## config.mk

```make
export PLATFORM = sky130hd
export DESIGN_NAME = agis_regs
export DESIGN_NICKNAME = d
export VERILOG_FILES = /design/src/core/agis_pkg.sv /design/src/core/agis_regs.sv
export SDC_FILE = /design/constraint.sdc
export NUM_CORES = 1
export LEC_CHECK = 0
export BUFFER_PORTS_ARGS = -buffer_cell sky130_fd_sc_hd__buf_2
export CAP_MARGIN = 20
export CORE_ASPECT_RATIO = 0.5
export CORE_MARGIN = 2
export CORE_UTILIZATION = 38
export CTS_BUF_LIST = sky130_fd_sc_hd__clkbuf_2 sky130_fd_sc_hd__clkbuf_4 sky130_fd_sc_hd__clkbuf_8
export DETAILED_ROUTE_END_ITERATION = 12
export PLACE_DENSITY = 0.83
export SYNTH_ARGS = -nofsm -noshare
export SYNTH_HDL_FRONTEND = slang
export SYNTH_SLANG_ARGS = --single-unit
```

## constraint.sdc

```tcl
create_clock -name CLK -period 1.4 [get_ports CLK]
set_input_delay 0.14 -clock CLK [delete_from_list [all_inputs] [get_ports CLK]]
set_output_delay 0.14 -clock CLK [all_outputs]
set_load 0.01 [all_outputs]
```

## src/core/agis_pkg.sv

```systemverilog
// Package for the amplifier gain and input-select register bank.
// Assumes one 32-bit AHB-Lite slave port and a static analog front end.
package agis_pkg;

  // Register indices; byte address on the bus is four times the index
  localparam logic [7:0] IDX_GAIN = 8'h01;
  localparam logic [7:0] IDX_ROUTE = 8'h02;
  localparam logic [7:0] IDX_CHAN = 8'h03;
  localparam logic [31:0] ADDR_GAIN = 32'h0000_0004;
  localparam logic [31:0] ADDR_ROUTE = 32'h0000_0008;
  localparam logic [31:0] ADDR_CHAN = 32'h0000_000C;

  // Field positions (least significant bit of each field)
  localparam int REF_GAIN_LSB = 5;
  localparam int CONV_GAIN_LSB = 3;
  localparam int CHAN_GAIN_LSB = 0;
  localparam int SHORT_BIT = 6;
  localparam int ROUTE_LSB = 4;
  localparam int OFFSET_LSB = 1;
  localparam int NEG_SRC_LSB = 3;
  localparam int POS_SRC_LSB = 0;

  // Implemented bits of each register; the rest read as zero
  localparam logic [7:0] MASK_GAIN = 8'h7F;
  localparam logic [7:0] MASK_ROUTE = 8'h7E;
  localparam logic [7:0] MASK_CHAN = 8'h3F;

  // Power-on values
  localparam logic [7:0] RST_GAIN = 8'h00;
  localparam logic [7:0] RST_ROUTE = 8'h00;
  localparam logic [7:0] RST_CHAN = 8'h00;

  // Field codes
  localparam logic [1:0] REF_GAIN_RSVD = 2'h3;
  localparam logic [1:0] CONV_GAIN_MAX = 2'h1;
  localparam logic [2:0] CHAN_GAIN_RSVD = 3'h7;
  localparam logic [2:0] SRC_RSVD_A = 3'h2;
  localparam logic [2:0] SRC_RSVD_B = 3'h3;
  localparam logic [2:0] POS_RSVD_C = 3'h5;
  localparam logic [2:0] SRC_COMMON_MODE = 3'h6;
  localparam logic [2:0] SRC_TEMP_SENSE = 3'h7;

  // AHB transfer type bit that marks NONSEQ or SEQ
  localparam int HTRANS_ACTIVE_BIT = 1;

  // Static control lines into the analog front end
  typedef struct packed {
    logic [1:0] ref_gain_field;
    logic [1:0] conv_input_gain_field;
    logic [2:0] channel_gain_field;
    logic input_short_enable;
    logic [1:0] input_route_field;
    logic [2:0] input_offset_field;
    logic [2:0] neg_source_field;
    logic [2:0] pos_source_field;
  } agis_ctrl_t;

endpackage : agis_pkg

```

## src/core/agis_regs.sv

```systemverilog
// Register bank of the programmable gain amplifier ahead of the converter.
// Assumes a single AHB-Lite master, word transfers only, and an analog
// front end that takes its control lines straight from these flip-flops.
//
// What this block does
// - Every converter input passes through the amplifier; no bypass exists.
// - Reference gain bits 6:5 pick unity, half or quarter; 11 is reserved.
// - Unimplemented bits of the three registers always read as zero.
// - Route bit 6 shorts the two selected input terminals when set.
// - Route bits 5:4 steer the selected inputs onto the amplifier pair.
// - Offset bits 3:1 give zero, plus or minus quarter steps of the unit.
// - The offset unit is the gain-scaled differential reference.
// - Negative source bits 5:3 pick pin one, pin three, DAC, ground, etc.
// - Positive source bits 2:0 pick pin zero, pin two, DAC, etc.
`timescale 1ns/1ps
`default_nettype none

module agis_regs
  import agis_pkg::*;
(
  input wire logic CLK,
  input wire logic RST_N,
  input wire logic HSEL,
  input wire logic [31:0] HADDR,
  input wire logic [1:0] HTRANS,
  input wire logic HWRITE,
  input wire logic [2:0] HSIZE,
  input wire logic [31:0] HWDATA,
  input wire logic HREADY,
  output logic HREADYOUT,
  output logic [31:0] HRDATA,
  output logic HRESP,
  output agis_ctrl_t AMP_CTRL,
  output logic CFG_RESERVED
);

  // Whole state of the block in one record
  typedef struct packed {
    agis_ctrl_t ctrl;
    logic wr_pend;
    logic [7:0] wr_idx;
    logic [31:0] rdata;
    logic rdy;
    logic rsvd;
  } agis_state_t;

  agis_state_t s_q;
  agis_state_t s_d;

  // Map a byte address onto a register index; zero means unmapped
  function automatic logic [7:0] addr_idx(input logic [31:0] a);
    logic [7:0] idx;
    idx = 8'h00;
    if (a == ADDR_GAIN) begin
      idx = IDX_GAIN;
    end else if (a == ADDR_ROUTE) begin
      idx = IDX_ROUTE;
    end else if (a == ADDR_CHAN) begin
      idx = IDX_CHAN;
    end
    return idx;
  endfunction : addr_idx

  // Assemble the byte software sees; unimplemented bits forced low
  function automatic logic [7:0] read_reg(input agis_ctrl_t c,
                                          input logic [7:0] idx);
    logic [7:0] v;
    v = 8'h00;
    case (idx)
      IDX_GAIN: begin
        v[REF_GAIN_LSB +: 2] = c.ref_gain_field;
        v[CONV_GAIN_LSB +: 2] = c.conv_input_gain_field;
        v[CHAN_GAIN_LSB +: 3] = c.channel_gain_field;
        v = v & MASK_GAIN;
      end
      IDX_ROUTE: begin
        v[SHORT_BIT] = c.input_short_enable;
        v[ROUTE_LSB +: 2] = c.input_route_field;
        v[OFFSET_LSB +: 3] = c.input_offset_field;
        v = v & MASK_ROUTE;
      end
      IDX_CHAN: begin
        v[NEG_SRC_LSB +: 3] = c.neg_source_field;
        v[POS_SRC_LSB +: 3] = c.pos_source_field;
        v = v & MASK_CHAN;
      end
      default: begin
        v = 8'h00;
      end
    endcase
    return v;
  endfunction : read_reg

  // Store one written byte into the fields of the addressed register
  function automatic agis_ctrl_t write_reg(input agis_ctrl_t c,
                                           input logic [7:0] idx,
                                           input logic [7:0] d);
    agis_ctrl_t n;
    n = c;
    case (idx)
      IDX_GAIN: begin
        n.ref_gain_field = d[REF_GAIN_LSB +: 2];
        n.conv_input_gain_field = d[CONV_GAIN_LSB +: 2];
        n.channel_gain_field = d[CHAN_GAIN_LSB +: 3];
      end
      IDX_ROUTE: begin
        n.input_short_enable = d[SHORT_BIT];
        n.input_route_field = d[ROUTE_LSB +: 2];
        n.input_offset_field = d[OFFSET_LSB +: 3];
      end
      IDX_CHAN: begin
        n.neg_source_field = d[NEG_SRC_LSB +: 3];
        n.pos_source_field = d[POS_SRC_LSB +: 3];
      end
      default: begin
        n = c;
      end
    endcase
    return n;
  endfunction : write_reg

  // Reserved codes are stored as written but flagged for software
  function automatic logic any_reserved(input agis_ctrl_t c);
    logic r;
    r = 1'b0;
    if (c.ref_gain_field == REF_GAIN_RSVD) begin
      r = 1'b1;
    end
    if (c.conv_input_gain_field > CONV_GAIN_MAX) begin
      r = 1'b1;
    end
    if (c.channel_gain_field == CHAN_GAIN_RSVD) begin
      r = 1'b1;
    end
    if (c.neg_source_field == SRC_RSVD_A ||
        c.neg_source_field == SRC_RSVD_B) begin
      r = 1'b1;
    end
    if (c.pos_source_field == SRC_RSVD_A ||
        c.pos_source_field == SRC_RSVD_B ||
        c.pos_source_field == POS_RSVD_C) begin
      r = 1'b1;
    end
    return r;
  endfunction : any_reserved

  logic addr_ok;

  // Address phase is taken only when the bus is ready and we are selected
  assign addr_ok = HSEL && HREADY && HTRANS[HTRANS_ACTIVE_BIT];

  // Next state: data-phase write first, then the new address phase
  always_comb begin
    s_d = s_q;
    s_d.rdy = 1'b1; // Zero wait states, never stalls the master
    if (s_q.wr_pend) begin
      s_d.ctrl = write_reg(s_q.ctrl, s_q.wr_idx, HWDATA[7:0]);
    end
    s_d.wr_pend = 1'b0;
    if (addr_ok) begin
      if (HWRITE) begin
        s_d.wr_pend = 1'b1;
        s_d.wr_idx = addr_idx(HADDR);
      end else begin
        // Reads the updated fields so a read behind a write sees it
        s_d.rdata = {24'h00_0000, read_reg(s_d.ctrl, addr_idx(HADDR))};
      end
    end
    s_d.rsvd = any_reserved(s_d.ctrl);
  end

  // All state in one register; power-on values are zero except rdy, which resets high
  always_ff @(posedge CLK or negedge RST_N) begin
    if (!RST_N) begin
      s_q.ctrl <= agis_ctrl_t'({RST_GAIN[6:0], RST_ROUTE[6:1],
                                RST_CHAN[5:0]});
      s_q.wr_pend <= 1'b0;
      s_q.wr_idx <= 8'h00;
      s_q.rdata <= 32'h0000_0000;
      s_q.rdy <= 1'b1;
      s_q.rsvd <= 1'b0;
    end else begin
      s_q <= s_d;
    end
  end

  // Fields go to the analog side with no gating; the converter only
  // ever sees the amplifier outputs, so there is no bypass control
  assign AMP_CTRL = s_q.ctrl;
  assign CFG_RESERVED = s_q.rsvd;
  assign HREADYOUT = s_q.rdy;
  assign HRDATA = s_q.rdata;
  assign HRESP = 1'b0;

  // Helper flags marking a data phase of each kind
  logic dp_wr_gain;
  logic dp_wr_route;
  logic dp_wr_chan;
  logic dp_rd;
  logic dp_any_wr;

  always_ff @(posedge CLK or negedge RST_N) begin
    if (!RST_N) begin
      dp_wr_gain <= 1'b0;
      dp_wr_route <= 1'b0;
      dp_wr_chan <= 1'b0;
      dp_rd <= 1'b0;
      dp_any_wr <= 1'b0;
    end else begin
      dp_wr_gain <= addr_ok && HWRITE && HADDR == ADDR_GAIN;
      dp_wr_route <= addr_ok && HWRITE && HADDR == ADDR_ROUTE;
      dp_wr_chan <= addr_ok && HWRITE && HADDR == ADDR_CHAN;
      dp_rd <= addr_ok && !HWRITE;
      dp_any_wr <= addr_ok && HWRITE;
    end
  end
endmodule : agis_regs

`default_nettype wire

```

### After elaboration in Yosys (flattened, before gate mapping)

Cells that the tools add are included.
Widths: inputs -> output; s select.

* flip-flop bits (word level): 37

* magnitude comparators: 1
* equality and inequality tests: 16
* mux-type cells: 18
* bitwise gates (word level): 1
* reduce and logical (&&, ||, !) cells: 7

Operator list (count)
* $eq 32x4->1 const B: 2
* $mux 41: 1
* $eq 32x3->1 const B: 1
* $eq 8x2->1 const B: 4
* $mux 8: 3
* $pmux 7 s3: 1
* $mux 19: 1
* $eq 8x1->1 const B: 2
* $eq 3x2->1 const B: 4
* $mux 6: 2
* $mux 9: 1
* $mux 7: 1
* $eq 3x3->1 const B: 2
* $mux 2: 3
* $mux 1: 5
* $reduce_and 2->1: 2
* $logic_or 1x1->1: 3
* $eq 2x2->1 const B: 1
* $gt 2x1->1 const B: 1
* $logic_and 1x1->1: 2
* $not 1->1: 1

### Depth between registers and ports, before layout

* depth in word-level cells: 10
* gate-level depth with buffers: 6

### Worst setup path before layout

No wires, ideal clock.

* path kind: register to register
* start: register s_q[35] (netlist bit)
* end: register s_q (netlist bit HRDATA[3])
* library setup time: 0.119 ns
* data arrival time: 1.361 ns
* path slack: -0.079 ns
* stages on the path, launching flop included: 6
* clock period less this slack: 1.479 ns
* cells stage by stage: dfrtp_1 nand3b_1 buf_2 mux2_2 a22o_1 a21bo_1

RTL lines
* start, declared: RTL line agis_regs.sv:47 `agis_state_t s_q;`

==> summary.txt <==
Outcome -> finished, violations left
Failing checks -> negative setup slack
N_diodes -> 0
Crit-path max FO -> 4
Crit path required time -> 1.60 ns
Initial antenna violation count -> 0
Share of the yosys chip area belonging to registers -> 0.4155
Starting Density -> 0.4026
Post-DP HPWL -> 3231 µm
Crit. Startpoint -> s_q[34]
Worst Setup End Kind -> register
Hold WS -> 0.1474 ns
Final Hold Fails -> 0
Max cap viols -> 0
Largest net degree at the start of global routing -> 31
Crit Path Class -> register to register
Slew Viols, Final -> 0
Clock slew at reported path FFs -> 0.07 ns
Port-buffer cells -> 71
Synth Instances -> 174
CTS root buf -> clkbuf_8
Reg2Reg Launch Point -> s_q[34]
RSZ-0062 raised after global routing -> true
Clk_skew -> 0.008659 ns
Max VDD drop -> 0.3270 mV
Register bit total from synthesis -> 30
Final WS setup -> -0.2941 ns
Vias post-DR -> 1521
# rows -> 17
Area of the multi-input gates -> 795.8 µm²
Syn_area_per_cell -> 10.38 µm²
Fmax -> 0.5903 GHz
Drt via density -> 4.813
Relative slew slack -> 0.5534
Initial DRC Count -> 100
Die area -> 5355 µm²
Total GRT Usage -> 0.1690
First-pass GRT wire length -> 6872 µm
Clock Latency Late Sink -> 0.27 ns
Ports -> 128
Core Util, Final -> 0.5208
Final wirelength -> 4625 µm
FF/Latch Area -> 750.7 µm²
Share of post-route cells with drive strength above 1 -> 0.5240
Synth unique cells -> 28
CTS H-Tree Depth -> 2
CTS max path bufs -> 2
Core ar. -> 4488 µm²
CP endpoint -> CFG_RESERVED
Final std cells w/o fill -> 316
CTS Buf Count -> 5
Chip width -> 101.5 µm
CTS tree -> yes
Net count, final -> 323
Placed cells -> 302
CP arrival -> 1.90 ns
Worst slew pin tran -> 0.6700 ns
Cell area after synthesis -> 1807 µm²
Pre-CTS WS -> -0.2607 ns
Final ANT Viol Nets -> 0
Synth warnings -> 0
Drt drc -> 0
CTS sink cnt -> 30
Leakage -> 1.268 nW
CP Launch Type -> register
Vias in the first global route -> 1452
Tcrit/Tclk final -> 1.210
FF-to-FF path depth -> 9
Die Ht -> 52.76 µm
Reg2reg setup slack -> -0.29 ns
Pre-Repair DR Iteration Count -> 4
Routability cong. -> 0.8392
Power Density -> 820.6 nW/µm²
Final setup fails -> 9
Fillers -> 367
Post-layout min period -> 1.694 ns
Synthesis-to-finish area growth -> 29.36%
Avg WL per Cell -> 14.64 µm
Global route overflow -> 0
Reg2reg end -> CFG_RESERVED
Worst min path class -> primary input to register
==> routing by layer <==
metal / global-route usage / wire length, µm / vias up
met5: 0 / 0 / -
met4: 0.06306 / 135 / 0
met3: 0.02933 / 457 / 16
met2: 0.3059 / 2330 / 119
met1: 0.2040 / 1701 / 706
li1: - / - / 680
==> final cells by class <==
| type | instances | area share |
|---|---|---|
| multi-input cells | 107 | 0.3405 |
| well taps | 66 | 0.03533 |
| clock inverters | 1 | 0.002141 |
| clock buffers | 7 | 0.03854 |
| flip-flops and latches | 30 | 0.3212 |
| inverters | 7 | 0.01124 |
| repair buffers | 98 | 0.2511 |
==> critical path, stage by stage, from the launching register on <==
cell and delay [ns]:
dfrtp_1 0.41, buf_6 0.13, nand3_2 0.10, buf_6 0.16, buf_4 0.12, mux2i_1 0.11
buf_4 0.16, nor3_1 0.26, nor2_1 0.08, nand3_1 0.09
==> power by group <==
group / total [mW] / switching [mW] / internal, mW / leakage [nW]
registers: 0.916 / 0.0186 / 0.898 / 0.371
clock network: 0.727 / 0.312 / 0.415 / 0.0517
logic: 0.275 / 0.154 / 0.121 / 0.846
==> placed cells by master, fill, tap and decap left out, types with 7 or more instances in the layout <==
cell type | synthesis | final
buf_6 | 0 | 7
conb_1 | 2 | 27
mux2_4 | 0 | 7
buf_4 | 53 | 19
buf_2 | 2 | 71
nor4_1 | 7 | 7
nand2_1 | 9 | 9
dfrtp_1 | 30 | 30
a22o_1 | 9 | 9
==> per-stage QoR <==
stage | area [µm²] | total power, mW | TNS (ns)
final | 2337 | 1.918 | -1.930
after global routing | 2337 | 1.988 | -2.158
after global placement | 2088 | 1.165 | -1.593
after detailed placement | 2088 | 1.172 | -2.254
after CTS | 2282 | 1.896 | -1.266
after floorplan | 1903 | 1.122 | -0.3074
==> state kept, by name, summed over array words and instances, names as in the netlist <==
name          cells
AMP_CTRL         19
CFG_RESERVED      1
HRDATA            7
s_q               3
==> how the worst min path moves through the flow <==
| stage | slack (ns) | from | depth (start not counted) | to |
|---|---|---|---|---|
| finish | 0.15 | HWDATA[3] | 2 | AMP_CTRL[15] |
| global route | 0.15 | HWDATA[3] | 2 | AMP_CTRL[15] |
| CTS | 0.14 | HWDATA[5] | 2 | AMP_CTRL[10] |
| detailed placement | 0.20 | RST_N | 1 | AMP_CTRL[1] |
| global placement | 0.19 | RST_N | 1 | AMP_CTRL[0] |
| floorplan | -0.16 | RST_N | 0 | AMP_CTRL[0] |
==> what timing repair did <==
item                       4_1_cts  5_1_grt
setup buffers                    3        3
setup endpoints to repair        8       12
hold endpoints to repair        30        0
pin swaps                       11        5
hold buffers                     1        0
gates resized for setup         17        9
==> cells by family (layout without fill, tap and decap cells) <==
| kind of cell | after synthesis | count (layout) | share of synthesized area |
|---|---|---|---|
| compound gates | 25 | 25 | 0.1122 |
| buf+inv | 62 | 113 | 0.2403 |
| flops | 30 | 30 | 0.4155 |
| mux | 19 | 19 | 0.1143 |
| other cells | 2 | 27 | 0.004157 |
| simple gates | 36 | 36 | 0.1136 |
==> synthesized netlist by cell type <==
| cell | count | area (µm²) |
|---|---|---|
| a211oi_4 | 1 | 20.02 |
| a21bo_1 | 1 | 10.01 |
| a21o_1 | 4 | 30.03 |
| a22o_1 | 9 | 78.83 |
| a22oi_1 | 2 | 15.01 |
| buf_2 | 2 | 10.01 |
| buf_4 | 53 | 397.9 |
| conb_1 | 2 | 7.510 |
| dfrtp_1 | 30 | 750.7 |
| inv_1 | 7 | 26.28 |
| mux2_2 | 13 | 146.4 |
| mux2i_1 | 6 | 60.06 |
| nand2_1 | 9 | 33.78 |
| nand3_1 | 4 | 20.02 |
| nand3_2 | 1 | 10.01 |
| nand3b_1 | 2 | 15.01 |
| nand4_1 | 3 | 18.77 |
| nand4b_1 | 1 | 8.760 |
| nor2_1 | 4 | 15.01 |
| nor3_1 | 1 | 5.000 |
| nor4_1 | 7 | 43.79 |
| nor4_2 | 1 | 12.51 |
| o21ai_0 | 5 | 25.02 |
| o31ai_1 | 2 | 15.01 |
| o41ai_1 | 1 | 8.760 |
| or2_2 | 1 | 6.260 |
| or2_4 | 1 | 8.760 |
| or4_1 | 1 | 7.510 |
Power figures use the tool's default switching activity.
